## src/design/pwf_consts.svh

```systemverilog
// fault input mode codes and timing constants for the fault handling block
`ifndef PWF_CONSTS_SVH
`define PWF_CONSTS_SVH

// ----------------------------------------------------------------------
// fault mode field values
// ----------------------------------------------------------------------
`define PWF_MODE_NONE      4'h0
`define PWF_MODE_JUMP_WAIT 4'h1
`define PWF_MODE_OPP_WAIT  4'h2
`define PWF_MODE_OPP_REP   4'h3
`define PWF_MODE_ALL_OFF   4'h4
`define PWF_MODE_DEAD_ONLY 4'h5
`define PWF_MODE_ALL_WAIT  4'h6
`define PWF_MODE_SW_HALT   4'h7
`define PWF_MODE_EDGE_JUMP 4'h8
`define PWF_MODE_EDGE_BLK  4'h9
`define PWF_MODE_LVL_BLK   4'ha

// ----------------------------------------------------------------------
// field widths and reset values
// ----------------------------------------------------------------------
`define PWF_LEN_W          12
`define PWF_CNT_RST        12'h000

`endif

```

## src/design/pwf_pkg.sv

```systemverilog
// types shared by the fault handling block and its phase sequencer
package pwf_pkg;

   // gray coded along the normal dead a, on a, dead b, on b path
   typedef enum logic [1:0] {
      DEAD_PHASE_A = 2'b00,
      ON_PHASE_A   = 2'b01,
      DEAD_PHASE_B = 2'b11,
      ON_PHASE_B   = 2'b10
   } pwf_phase_e;

   typedef logic [11:0] pwf_len_t;
   typedef logic [3:0]  pwf_mode_t;

   typedef struct packed {
      pwf_len_t dead_a;
      pwf_len_t on_a;
      pwf_len_t dead_b;
      pwf_len_t on_b;
   } pwf_len_s;

   typedef struct packed {
      pwf_mode_t sel_b;
      pwf_mode_t sel_a;
   } pwf_mode_s;

endpackage : pwf_pkg

```

## src/design/pwf_fault_top.sv

```systemverilog
// fault input handling for the four phase waveform timer
`include "pwf_consts.svh"

// Overview of operation
// - mode 0 leaves outputs and phases alone; events still reported.
// - mode 1 kills output, jumps to opposite dead phase, holds while high.
// - mode 1 input a acts in phase a on output a; resumes dead b.
// - mode 1 input b acts in phase b on output b; resumes dead a.
// - mode 2 kills output, runs opposite dead and on, then waits.
// - mode 2 early release skips the wait, opposite phases continue.
// - mode 2 each input acts only in its own phase and output.
// - mode 3 kills output and repeats opposite phases while fault stays.
// - mode 3 release finishes current phase; inputs act in own phase.
// - mode 4 either input blanks both outputs; phases keep running.
// - mode 5 blanks both; on phase jumps opposite; dead phases alternate.
// - mode 5 dead phase runs out; release finishes dead then normal.
// - mode 6 blanks both, jumps to dead, then next dead and waits; release finishes it.
// - mode 7 halts outputs and phases until a software restart.
// - mode 7 restart while high halts again; restart begins dead a.
// - mode 8 rising edge during own on phase jumps to opposite dead.
// - mode 9 rising edge during own on phase blanks rest of it.
// - mode 10 level blanks output; release mid on phase keeps it off.
module pwf_fault_top (
   // clock and reset
   input  wire logic               CLK_SYS,
   input  wire logic               RSTN,
   // timer control
   input  wire logic               TIMER_EN,
   input  wire logic               RESTART_CMD,
   input  wire pwf_pkg::pwf_mode_s FAULT_MODE_SELECT,
   input  wire pwf_pkg::pwf_len_s  PHASE_LEN,
   // fault event inputs, b in bit 1
   input  wire logic [1:0]         FAULT_EVT,
   // waveform outputs and status
   output logic                    WAVEFORM_OUT_A,
   output logic                    WAVEFORM_OUT_B,
   output pwf_pkg::pwf_phase_e     PHASE_NOW,
   output logic                    HALTED,
   output logic [1:0]              EVT_SEEN
);
   import pwf_pkg::*;

   // ----------------------------------------------------------------------
   // shared state
   // ----------------------------------------------------------------------
   logic [1:0] sync1_r;
   logic [1:0] lvl_r;
   logic [1:0] lvl_d_r;
   logic [1:0] rise;
   logic [1:0] jreq;
   logic [1:0] kill;
   logic [1:0] hold_i;
   logic [1:0] act4;
   logic [1:0] act5;
   logic [1:0] act6;
   logic [1:0] act7;
   logic [1:0] wait1_r;
   logic [1:0] wait2_r;
   logic [1:0] arm2_r;
   logic [1:0] arm3_r;
   logic [1:0] blk_r;
   pwf_phase_e jtgt [2];
   pwf_phase_e phase;
   pwf_phase_e jump_ph;
   logic       last;
   logic       halt_r;
   logic       halt_nxt;
   logic       wait6_r;
   logic       wait6_nxt;
   logic       wave_a_r;
   logic       wave_b_r;
   logic       any4;
   logic       any5;
   logic       any6;
   logic       any7;
   logic       hold_all;
   logic       jump_en;
   logic       in_on;
   logic       in_dead;
   logic       dead_end;
   logic       restart_ok;
   logic       j56;
   logic       both_off;
   pwf_phase_e opp_dead;
   pwf_phase_e other_dead;

   // ----------------------------------------------------------------------
   // input synchronisers and edge detect
   // ----------------------------------------------------------------------
   // active level after two flops, edge from a third
   always_ff @(posedge CLK_SYS or negedge RSTN) begin
      if (!RSTN) begin
         sync1_r <= 2'h0;
         lvl_r   <= 2'h0;
         lvl_d_r <= 2'h0;
      end else begin
         sync1_r <= FAULT_EVT;
         lvl_r   <= sync1_r;
         lvl_d_r <= lvl_r;
      end
   end
   assign rise = lvl_r & ~lvl_d_r;

   // ----------------------------------------------------------------------
   // per input mode decode
   // ----------------------------------------------------------------------
   genvar i;
   generate
      for (i = 0; i < 2; i++) begin : g_in
         localparam pwf_phase_e OWN_DEAD = (i == 0) ? DEAD_PHASE_A : DEAD_PHASE_B;
         localparam pwf_phase_e OWN_ON   = (i == 0) ? ON_PHASE_A : ON_PHASE_B;
         localparam pwf_phase_e OPP_DEAD = (i == 0) ? DEAD_PHASE_B : DEAD_PHASE_A;
         localparam pwf_phase_e OPP_ON   = (i == 0) ? ON_PHASE_B : ON_PHASE_A;
         pwf_mode_t m;
         logic      trig;
         logic      own_on;
         logic      end_opp_on;
         logic      j1;
         logic      j2;
         logic      j3;
         logic      rep3;
         logic      j8;

         // each input reads its own mode field
         assign m          = (i == 0) ? FAULT_MODE_SELECT.sel_a : FAULT_MODE_SELECT.sel_b;
         assign trig       = lvl_r[i] && (phase == OWN_DEAD || phase == OWN_ON);
         assign own_on     = (phase == OWN_ON);
         assign end_opp_on = last && !hold_all && (phase == OPP_ON);
         // jump to opposite dead, wait flag parks it
         assign j1   = (m == `PWF_MODE_JUMP_WAIT) && trig && !wait1_r[i];
         // jump, unless already parked on own dead
         assign j2   = (m == `PWF_MODE_OPP_WAIT) && trig && !wait2_r[i];
         // trigger and repeat of opposite phases
         assign j3   = (m == `PWF_MODE_OPP_REP) && trig;
         assign rep3 = (m == `PWF_MODE_OPP_REP) && arm3_r[i] && lvl_r[i] && end_opp_on;
         assign j8   = (m == `PWF_MODE_EDGE_JUMP) && rise[i] && own_on;
         assign jreq[i] = j1 || j2 || j3 || rep3 || j8;
         assign jtgt[i] = OPP_DEAD;
         assign hold_i[i] = (wait1_r[i] || wait2_r[i]) && lvl_r[i];
         assign kill[i] = blk_r[i] || ((m == `PWF_MODE_LVL_BLK) && lvl_r[i]);
         assign act4[i] = (m == `PWF_MODE_ALL_OFF) && lvl_r[i];
         assign act5[i] = (m == `PWF_MODE_DEAD_ONLY) && lvl_r[i];
         assign act6[i] = (m == `PWF_MODE_ALL_WAIT) && lvl_r[i];
         assign act7[i] = (m == `PWF_MODE_SW_HALT) && lvl_r[i];

         always_ff @(posedge CLK_SYS or negedge RSTN) begin
            if (!RSTN) begin
               wait1_r[i] <= 1'b0;
               wait2_r[i] <= 1'b0;
               arm2_r[i]  <= 1'b0;
               arm3_r[i]  <= 1'b0;
               blk_r[i]   <= 1'b0;
            end else begin
               wait1_r[i] <= (m == `PWF_MODE_JUMP_WAIT) && lvl_r[i] && (trig || wait1_r[i]);
               // arm stays until opposite on ends; early release means no wait
               arm2_r[i]  <= (m == `PWF_MODE_OPP_WAIT) && (j2 || (arm2_r[i] && !end_opp_on));
               // park on own dead after opposite on phase
               wait2_r[i] <= (m == `PWF_MODE_OPP_WAIT) && lvl_r[i]
                             && ((arm2_r[i] && end_opp_on) || wait2_r[i]);
               // release drops the repeat, current phase runs out
               arm3_r[i]  <= (m == `PWF_MODE_OPP_REP) && lvl_r[i] && (trig || arm3_r[i]);
               // blank until own on phase ends
               blk_r[i]   <= own_on && (blk_r[i]
                             || ((m == `PWF_MODE_EDGE_BLK) && rise[i])
                             || ((m == `PWF_MODE_LVL_BLK) && lvl_r[i]));
            end
         end
      end
   endgenerate

   // ----------------------------------------------------------------------
   // shared mode decode and phase steering
   // ----------------------------------------------------------------------
   assign any4       = |act4;
   assign any5       = |act5;
   assign any6       = |act6;
   assign any7       = |act7;
   assign in_on      = (phase == ON_PHASE_A) || (phase == ON_PHASE_B);
   assign in_dead    = !in_on;
   assign dead_end   = in_dead && last && !hold_all;
   assign opp_dead   = (phase == ON_PHASE_A) ? DEAD_PHASE_B : DEAD_PHASE_A;
   assign other_dead = (phase == DEAD_PHASE_A) ? DEAD_PHASE_B : DEAD_PHASE_A;
   // restart only lands when the input has dropped
   assign restart_ok = halt_r && RESTART_CMD && !any7;
   // on phase jumps, dead end redirects
   assign j56        = ((any5 || any6) && in_on) || ((any5 || any6) && dead_end);
   assign jump_en    = restart_ok || j56 || (|jreq);
   assign jump_ph    = restart_ok ? DEAD_PHASE_A :
                       (j56 && in_on) ? opp_dead :
                       j56     ? other_dead :
                       jreq[0] ? jtgt[0] : jtgt[1];
   assign hold_all   = halt_r || any7 || (wait6_r && any6) || (|hold_i);
   // wait starts at a dead end while active
   assign wait6_nxt  = any6 && (dead_end || wait6_r);
   assign halt_nxt   = any7 || (halt_r && !RESTART_CMD);
   assign both_off   = any4 || any5 || any6 || any7 || halt_r;

   always_ff @(posedge CLK_SYS or negedge RSTN) begin
      if (!RSTN) begin
         halt_r   <= 1'b0;
         wait6_r  <= 1'b0;
         wave_a_r <= 1'b0;
         wave_b_r <= 1'b0;
      end else begin
         halt_r   <= halt_nxt;
         wait6_r  <= wait6_nxt;
         wave_a_r <= TIMER_EN && (phase == ON_PHASE_A) && !both_off && !kill[0];
         wave_b_r <= TIMER_EN && (phase == ON_PHASE_B) && !both_off && !kill[1];
      end
   end

   pwf_phase_seq u_seq (
      .clk     (CLK_SYS),
      .rstn    (RSTN),
      .en      (TIMER_EN),
      .hold    (hold_all),
      .jump_en (jump_en),
      .jump_ph (jump_ph),
      .len     (PHASE_LEN),
      .phase   (phase),
      .last    (last)
   );

   // ----------------------------------------------------------------------
   // outputs
   // ----------------------------------------------------------------------
   assign WAVEFORM_OUT_A = wave_a_r;
   assign WAVEFORM_OUT_B = wave_b_r;
   assign PHASE_NOW      = phase;
   assign HALTED         = halt_r;
   // synced level leaves for capture and interrupt logic in every mode
   assign EVT_SEEN       = lvl_r;

   logic b_quiet;
   assign b_quiet = (FAULT_MODE_SELECT.sel_b == `PWF_MODE_NONE) && !halt_r && TIMER_EN;
endmodule // pwf_fault_top

```

## src/design/pwf_phase_seq.sv

```systemverilog
// four phase sequencer with jump and hold controls
`include "pwf_consts.svh"

module pwf_phase_seq (
   // clock and reset
   input  wire logic               clk,
   input  wire logic               rstn,
   // control
   input  wire logic               en,
   input  wire logic               hold,
   input  wire logic               jump_en,
   input  wire pwf_pkg::pwf_phase_e jump_ph,
   input  wire pwf_pkg::pwf_len_s  len,
   // state
   output pwf_pkg::pwf_phase_e     phase,
   output logic                    last
);
   import pwf_pkg::*;

   pwf_phase_e phase_r;
   pwf_phase_e phase_nxt;
   pwf_phase_e next_ph;
   pwf_len_t   cnt_r;
   pwf_len_t   cnt_nxt;
   pwf_len_t   cur_len;

   // ----------------------------------------------------------------------
   // length select and natural successor
   // ----------------------------------------------------------------------
   assign cur_len = (phase_r == DEAD_PHASE_A) ? len.dead_a :
                    (phase_r == ON_PHASE_A)   ? len.on_a   :
                    (phase_r == DEAD_PHASE_B) ? len.dead_b : len.on_b;
   assign last    = (cnt_r == cur_len);
   assign phase   = phase_r;

   always_comb begin
      case (phase_r)
         DEAD_PHASE_A: next_ph = ON_PHASE_A;
         ON_PHASE_A:   next_ph = DEAD_PHASE_B;
         DEAD_PHASE_B: next_ph = ON_PHASE_B;
         ON_PHASE_B:   next_ph = DEAD_PHASE_A;
         default:      next_ph = DEAD_PHASE_A;
      endcase
   end

   // jump wins over hold so a wait always parks at the new phase start
   assign phase_nxt = !en     ? DEAD_PHASE_A :
                      jump_en ? jump_ph :
                      hold    ? phase_r :
                      last    ? next_ph : phase_r;
   assign cnt_nxt   = (!en || jump_en || (!hold && last)) ? `PWF_CNT_RST :
                      hold ? cnt_r : cnt_r + 12'h001;

   always_ff @(posedge clk or negedge rstn) begin
      if (!rstn) begin
         phase_r <= DEAD_PHASE_A;
         cnt_r   <= `PWF_CNT_RST;
      end else begin
         phase_r <= phase_nxt;
         cnt_r   <= cnt_nxt;
      end
   end

endmodule // pwf_phase_seq

```

## config.mk

```make
export PLATFORM = sky130hd
export DESIGN_NAME = pwf_fault_top
export DESIGN_NICKNAME = d
export VERILOG_FILES = /design/src/design/pwf_pkg.sv /design/src/design/pwf_fault_top.sv /design/src/design/pwf_phase_seq.sv
export VERILOG_INCLUDE_DIRS = /design/src /design/src/design
export SDC_FILE = /design/constraint.sdc
export NUM_CORES = 1
export LEC_CHECK = 0
export BUFFER_PORTS_ARGS = -buffer_cell sky130_fd_sc_hd__buf_4
export CAP_MARGIN = 20
export CORE_MARGIN = 8
export CORE_UTILIZATION = 49
export DETAILED_ROUTE_END_ITERATION = 8
export HOLD_SLACK_MARGIN = 0.1
export PLACE_DENSITY = 0.89
export SYNTH_ARGS = -nofsm -noshare
export SYNTH_HDL_FRONTEND = slang
export SYNTH_SLANG_ARGS = --single-unit
```

## constraint.sdc

```tcl
create_clock -name CLK_SYS -period 2.6 [get_ports CLK_SYS]
set_clock_uncertainty 0.05 [all_clocks]
set_input_delay 0.78 -clock CLK_SYS [delete_from_list [all_inputs] [get_ports CLK_SYS]]
set_output_delay 0.78 -clock CLK_SYS [all_outputs]
set_load 0.05 [all_outputs]
```

== Word-level counts from Yosys, hierarchy flattened ==
Index checks and enable logic that the tools add are counted.
Word-level totals
  memories: 0
  memory bits (writable): 0
  word-level logic and storage cells: 204
  ROM bits: 0
  bits of input ports: 62
  bits in latches: 0
  flip-flop bits (word level): 34
Operators by class
  reductions and logical operators: 139
  shift operators: 0
  multiplexer cells: 16
  multiply operators: 0
  bitwise logic cells: 2
  equal/unequal tests: 27
  add/subtract/negate cells: 1
  div/mod/pow operators: 0
  magnitude comparators: 0
Operator list (number)
  logical AND 1 bit: 75
  2-to-1 mux 12 bit: 5
  logical OR 1 bit: 42
  equality test 4 x 3 -> 1 bit, second input constant: 8
  equality test 4 bit, second input constant: 6
  2-to-1 mux 2 bit: 10
  equality test 4 x 2 -> 1 bit, second input constant: 4
  zero test 1 bit: 14
  adder 12 x 1 -> 12 bit, second input constant: 1
  equality test 12 bit: 1
  OR reduction 2 bit: 6
  equality test 4 x 1 -> 1 bit, second input constant: 2
  case mux 2 bit (4 select lines): 1
  equality test 2 bit, second input constant: 2
  inequality test 3 x 1 -> 1 bit, second input constant: 1
  inequality test 3 bit, second input constant: 1
  AND 2 bit: 1
  equality test 2 x 1 -> 1 bit, second input constant: 1
  zero test 2 bit: 1
  inequality test 2 bit, second input constant: 1
  NOT 2 bit: 1
  AND reduction 2 bit: 1

== Longest topological paths before layout ==
  depth after elaboration: 18
  depth in mapped cells: 13

== Cells and area by module ==
From an unflattened synthesis, not the netlist that was laid out.
Unflattened totals
  cells, all modules: 225
  area, all modules: 2373.5 um^2
By module, submodules not included
  pwf_phase_seq: times used 1, cells each 105, area an instance 1226.2 um^2, sequential area each 350.3 um^2
  pwf_fault_top: times used 1, cells each 120, area an instance 1147.4 um^2, sequential area each 500.5 um^2

== Worst setup path before layout ==
No wires, ideal clock.
  kind: reg2reg
  start point: register u_seq.phase_r[1], in the netlist u_seq.phase[1]
  end point: register u_seq.cnt_r[4]
  slack: -0.384 ns
  path buffers: 3
  stages on the path, launching flop included: 11
  library setup time: 0.122 ns
  data arrival time: 2.812 ns
  required time: 2.428 ns
  path through: dfrtp_1 -> inv_1 -> ha_1 -> buf_6 -> or2_1 -> buf_2 -> a221o_1 -> a2111o_1 -> or2_0 -> clkbuf_1 -> a32o_1
On the way
  cells in the longest elaborated chain, start to end: 15
  elaborated cells between the ends (all ways): 51
  classes of those cells: eq/ne (5); mux (4); reduce/logical (42)
Ends and longest elaborated chain
  start, declared: RTL line pwf_phase_seq.sv:20  | pwf_phase_e phase_r;
  start signal, assigned: RTL line pwf_phase_seq.sv:59  | phase_r <= phase_nxt;
  equality test 2 bit: RTL line pwf_fault_top.sv:126, pwf_phase_seq.sv:32
  2-to-1 mux 12 bit: RTL line pwf_phase_seq.sv:32  | (phase_r == DEAD_PHASE_B) ? len.dead_b : len.on_b;
  2-to-1 mux 12 bit: RTL line pwf_phase_seq.sv:31  | (phase_r == ON_PHASE_A) ? len.on_a :
  2-to-1 mux 12 bit: RTL line pwf_phase_seq.sv:30  | assign cur_len = (phase_r == DEAD_PHASE_A) ? len.dead_a :
  equality test 12 bit: RTL line pwf_phase_seq.sv:33  | assign last = (cnt_r == cur_len);
  logical AND 1 bit: RTL line pwf_fault_top.sv:128, pwf_phase_seq.sv:51
  logical AND 1 bit: RTL line pwf_fault_top.sv:128  | assign end_opp_on = last && !hold_all && (phase == OPP_ON);
  logical AND 1 bit: RTL line pwf_fault_top.sv:135  | assign rep3 = (m == `PWF_MODE_OPP_REP) && arm3_r[i] && lvl_r[i] && end_opp_on;
  logical OR 1 bit (2 in a row): RTL line pwf_fault_top.sv:137  | assign jreq[i] = j1 || j2 || j3 || rep3 || j8;
  OR reduction 2 bit: RTL line pwf_fault_top.sv:187  | assign jump_en = restart_ok || j56 || (|jreq);
  logical OR 1 bit: RTL line pwf_fault_top.sv:187
  logical OR 1 bit: RTL line pwf_phase_seq.sv:51  | assign cnt_nxt = (!en || jump_en || (!hold && last)) ? `PWF_CNT_RST :
  logical OR 1 bit (*): RTL line pwf_phase_seq.sv:51
  inequality test 2 bit (no source line) / 2-to-1 mux 12 bit (equally long branches)
  end signal, assigned: RTL line pwf_phase_seq.sv:57  | cnt_r <= `PWF_CNT_RST;
  end signal, assigned: RTL line pwf_phase_seq.sv:60  | cnt_r <= cnt_nxt;
  end, declared: RTL line pwf_phase_seq.sv:23  | pwf_len_t cnt_r;
Every way passes the cells marked *; elsewhere a longest branch is shown, timed or not.
A chain may end at the register's enable or synchronous reset.

== Worst setup path after layout ==
  start point: register u_seq.phase_r[1], in the netlist u_seq.phase[1]
  end point: register u_seq.phase_r[1], in the netlist u_seq.phase[1]
On the way
  cells in the longest elaborated chain, start to end: 16
  elaborated cells between the ends (all ways): 62
  classes of those cells: eq/ne (6); mux (14); reduce/logical (42)
Ends and longest elaborated chain
  equality test 2 bit: RTL line pwf_fault_top.sv:126, pwf_phase_seq.sv:32, pwf_phase_seq.sv:37
  2-to-1 mux 12 bit: RTL line pwf_phase_seq.sv:32
  2-to-1 mux 12 bit: RTL line pwf_phase_seq.sv:31
  2-to-1 mux 12 bit: RTL line pwf_phase_seq.sv:30
  equality test 12 bit: RTL line pwf_phase_seq.sv:33
  logical AND 1 bit (2 in a row): RTL line pwf_fault_top.sv:128
  logical AND 1 bit: RTL line pwf_fault_top.sv:135
  logical OR 1 bit (2 in a row): RTL line pwf_fault_top.sv:137
  2-to-1 mux 2 bit: RTL line pwf_fault_top.sv:191  | jreq[0] ? jtgt[0] : jtgt[1];
  2-to-1 mux 2 bit: RTL line pwf_fault_top.sv:190  | j56 ? other_dead :
  2-to-1 mux 2 bit: RTL line pwf_fault_top.sv:189  | (j56 && in_on) ? opp_dead :
  2-to-1 mux 2 bit: RTL line pwf_fault_top.sv:188  | assign jump_ph = restart_ok ? DEAD_PHASE_A :
  2-to-1 mux 2 bit: RTL line pwf_phase_seq.sv:48  | jump_en ? jump_ph :
  2-to-1 mux 2 bit: RTL line pwf_phase_seq.sv:47  | assign phase_nxt = !en ? DEAD_PHASE_A :
Parallel ways exist; a longest one is shown, timed or not. The select of a mux whose other input is x is not followed.

==> run summary <==
The run finished, with violations left. The final reports fail on negative setup slack. In this run the power density over the cells is 396 nW/um^2.

The number of maximum-capacitance constraint violations was 0. The number of nets in the final layout was 507. The post-route worst setup slack is -0.299 ns, and the count of state elements after synthesis is 34. VDD sags by at most 0.318 mV.

The clock sink count is 34. The tools report the endpoint class of the critical path as a register. TritonCTS created 5 clock buffers. The congestion estimate from routability-driven global placement came to 0.918. TritonCTS built the clock tree. For the hold-fix buffer count after cts, the log shows 0.

The routed layout has 3421 vias. After legalization and detailed placement, the total HPWL measured 6670 microns. The hold violation total from the final report is 0, and the first-iteration detailed-routing DRC count is 549. The number of rows created at floorplan is 27.

The tightest hold path in the finished design has a slack of 0.306 ns. For the arrival time at the worst endpoint, the log shows 3.07 ns. The number of global-route vias before repair was 3105; the number of flops mapped to enable cells by yosys was 0. CTS built an H-tree with a depth of 2. The longest clock path from root to sink contains 2 buffers.

The critical path is of the reg2reg type. The area of the core was 5470 sq um. The maximum fanout count along the critical path came out at 6. Summing every instance area after synthesis gives 2740 sq um. The logs give 0.696 for the normalized max-slew margin and 335 for the final-layout fill cell count.

Setup violations remaining at the end of the flow were counted as 19. Clock latency on the worst-skew pair, taken at its later pin, is 0.31 ns. For the number of slew-limit violations in the final report, the log shows 0. The analysis attributes to cell leakage a power of 1.83 nW. For the proportion of synthesized chip area in sequential cells, the log shows 0.310. The class of the most critical hold timing path is reg2reg. The synthesis warning total was 0; the transition time at the pin with the least slew margin was 0.456 ns. For this run the aggregate overflow at the end of global routing stands at 0.

The die covers 8250 sq um. The data required time at the worst endpoint is 2.78 ns, and the DRC violation count after routing is 0. The number of different library cells in the post-synthesis netlist came out at 66. Dominant synthesized flop cell: sky130_fd_sc_hd__dfrtp_1. The count of port buffers added during placement is 68. Final period utilization: 1.12. The tools report the kind of start point of the critical path as a register. Proportion of synthesized flip-flops having asynchronous set or reset: 1.00. The fraction of layout instances using a drive strength above 1 was 0.449. The area growth from synthesis to final layout was 50.8%. The logs give 0.501 for the initial standard-cell utilization of the core and 0 for the remaining number of nets flagged by the antenna check after routing. The routed design could run at a clock period as short as 2.90 ns. The net count after synthesis was 387. 0 antenna diodes ended up in the layout. The width of the chip works out to 90.8 microns.

The maximum number of pins on one net before global-route repair came out at 35. The number of antenna violations at the first check in global routing came out at 0. The tools report the total global routing track utilization as 0.224. Using the TritonRoute via totals, the vias-per-cell ratio works out to 6.67.

The synthesized area per cell came out at 8.57 sq um. 69 I/O pins were placed. For the number of cells produced by synthesis, the log shows 320. Summed over all layers, the routed wires come to 11400 microns. The overall die height is 90.8 microns. Global-route wire length before repair: 15200 microns. Setup repair after global routing could not meet its margin everywhere. Static timing analysis puts the maximum clock frequency at 345 MHz. The cell sitting at the root of the clock tree is a sky130_fd_sc_hd__clkbuf_8.

After clock tree synthesis, the clock-pin slew on the worst setup and hold paths is 0.08 ns. The total power of the final layout was 1.64 mW; the mean routed wirelength per cell was 22.1 microns. Number of optimization iterations in the first detailed-route pass: 5.
[logic make-up (layout without fill, tap and decap cells)]
logic type	Yosys count	count (layout)	synth area share
simple gates	142	142	0.311
compound gates	74	74	0.195
buf+inv	36	157	0.0602
flops	34	34	0.310
mux	15	15	0.0565
xor+xnor	14	14	0.0447
fa+ha+maj	5	5	0.0228
[layout by cell type, fill, tap and decap left out, drive strengths merged, types with 4 or more instances in the layout]
cell type  count
nand3b         9
ha             5
o22ai          7
clkbuf         8
mux2           4
and4b          4
nand3          6
nand4          6
nor3b          6
nor4           8
a21oi          8
xnor2          8
a31oi          8
buf          138
nand2b        10
nor4b          5
and3          11
nor2          24
or3b           4
xor2           6
and3b          4
nor2b          4
o21ai         16
mux2i         11
dfrtp         34
or3            4
nor3          13
nand2         14
inv           11
[what timing repair did]
| action | CTS | global route |
|---|---|---|
| setup buffers | 12 | 3 |
| endpoints found under the setup margin | 16 | 19 |
| gates cloned | 1 | 1 |
| gates resized for setup | 23 | 45 |
| pin swaps | 7 | 18 |
[power breakdown]
group | internal (mW) | switching [mW] | leakage [nW]
Sequential | 0.547 | 0.0286 | 0.454
Combinational | 0.329 | 0.341 | 1.33
Clock | 0.190 | 0.203 | 0.0395
Total | 1.07 | 0.573 | 1.83
[per-layer routing]
| layer | up-vias | global-route usage | part of all wire |
|---|---|---|---|
| met5 | - | 0 | 0 |
| met3 | 84 | 0.0416 | 0.096 |
| met2 | 300 | 0.388 | 0.48 |
| li1 | 1437 | - | - |
| met4 | 0 | 0.0900 | 0.058 |
| met1 | 1600 | 0.264 | 0.36 |
[critical path: stages (launching register included)]
cell and delay, ns:
sky130_fd_sc_hd__dfrtp_2 0.41, sky130_fd_sc_hd__inv_4 0.06, sky130_fd_sc_hd__ha_4 0.18, sky130_fd_sc_hd__buf_6 0.12
sky130_fd_sc_hd__buf_6 0.12, sky130_fd_sc_hd__buf_4 0.13, sky130_fd_sc_hd__buf_4 0.15, sky130_fd_sc_hd__nor3_1 0.27
sky130_fd_sc_hd__nand2_1 0.14, sky130_fd_sc_hd__o311ai_2 0.09, sky130_fd_sc_hd__o2111a_1 0.28, sky130_fd_sc_hd__and4_4 0.26
sky130_fd_sc_hd__buf_6 0.14, sky130_fd_sc_hd__mux2_4 0.30, sky130_fd_sc_hd__o22ai_2 0.11
[final timing paths]
check                                            from                           to  slack, ns  cells after the start
setup / recovery           u_seq.phase[1]$_DFFE_PN0P_   u_seq.phase[1]$_DFFE_PN0P_      -0.30                     14
setup reg to reg           u_seq.phase[1]$_DFFE_PN0P_   u_seq.phase[1]$_DFFE_PN0P_      -0.30                     14
max in group asynchronous                        RSTN  u_seq.cnt_r[11]$_DFFE_PN0P_       1.79                      1
hold / removal                   sync1_r[0]$_DFF_PN0_        EVT_SEEN[0]$_DFF_PN0_       0.31                      0
hold reg to reg                  sync1_r[0]$_DFF_PN0_        EVT_SEEN[0]$_DFF_PN0_       0.31                      0
min in group asynchronous                        RSTN          arm3_r[1]$_DFF_PN0_       0.36                      1
[final cells by class]
| class | instances | area, sq um | area share |
|---|---|---|---|
| clock buffer | 8 | 80.1 | 0.0194 |
| inverter | 11 | 46.3 | 0.0112 |
| multi-input combinational | 250 | 1980 | 0.480 |
| sequential | 34 | 853 | 0.206 |
| tap | 72 | 90.1 | 0.0218 |
| timing repair buffer | 138 | 1080 | 0.262 |
[Yosys cell counts (all sizes together), types with 6 or more instances]
library cell	count	area (sq um)
inv	10	37.5
and3	11	68.8
nand3	6	30.0
nand4	6	37.5
nor3b	6	45.0
xor2	6	52.6
mux2i	11	110
a31oi	8	50.1
nand2b	10	62.6
nor3	13	65.1
nand3b	9	67.6
a21oi	8	40.0
clkbuf	9	33.8
nor4	8	50.1
dfrtp	34	851
xnor2	8	70.1
buf	16	90.1
o21ai	16	87.6
nor2	24	90.1
nand2	14	52.6
o22ai	7	43.8
[flip-flops by register name (all words and copies together), names as in the netlist]
register,cells
EVT_SEEN,2
HALTED,1
WAVEFORM_OUT_A,1
WAVEFORM_OUT_B,1
arm2_r,2
arm3_r,2
blk_r,2
lvl_d_r,2
sync1_r,2
u_seq.cnt_r,12
u_seq.phase,2
wait1_r,2
wait2_r,2
wait6_r,1
[stage by stage]
step	utilization	cell area [sq um]	setup slack (ns)	TNS (ns)	cells
after global placement	0.670	3670	-0.119	-0.781	488
after global routing	0.756	4140	-0.352	-5.29	513
after floorplan	-	2810	-0.0550	-0.137	320
after CTS	0.719	3940	-0.00641	-0.0105	509
after detailed placement	0.670	3670	-0.215	-2.23	488
final	0.756	4140	-0.299	-4.50	513
(Power assumes the default switching activity.)
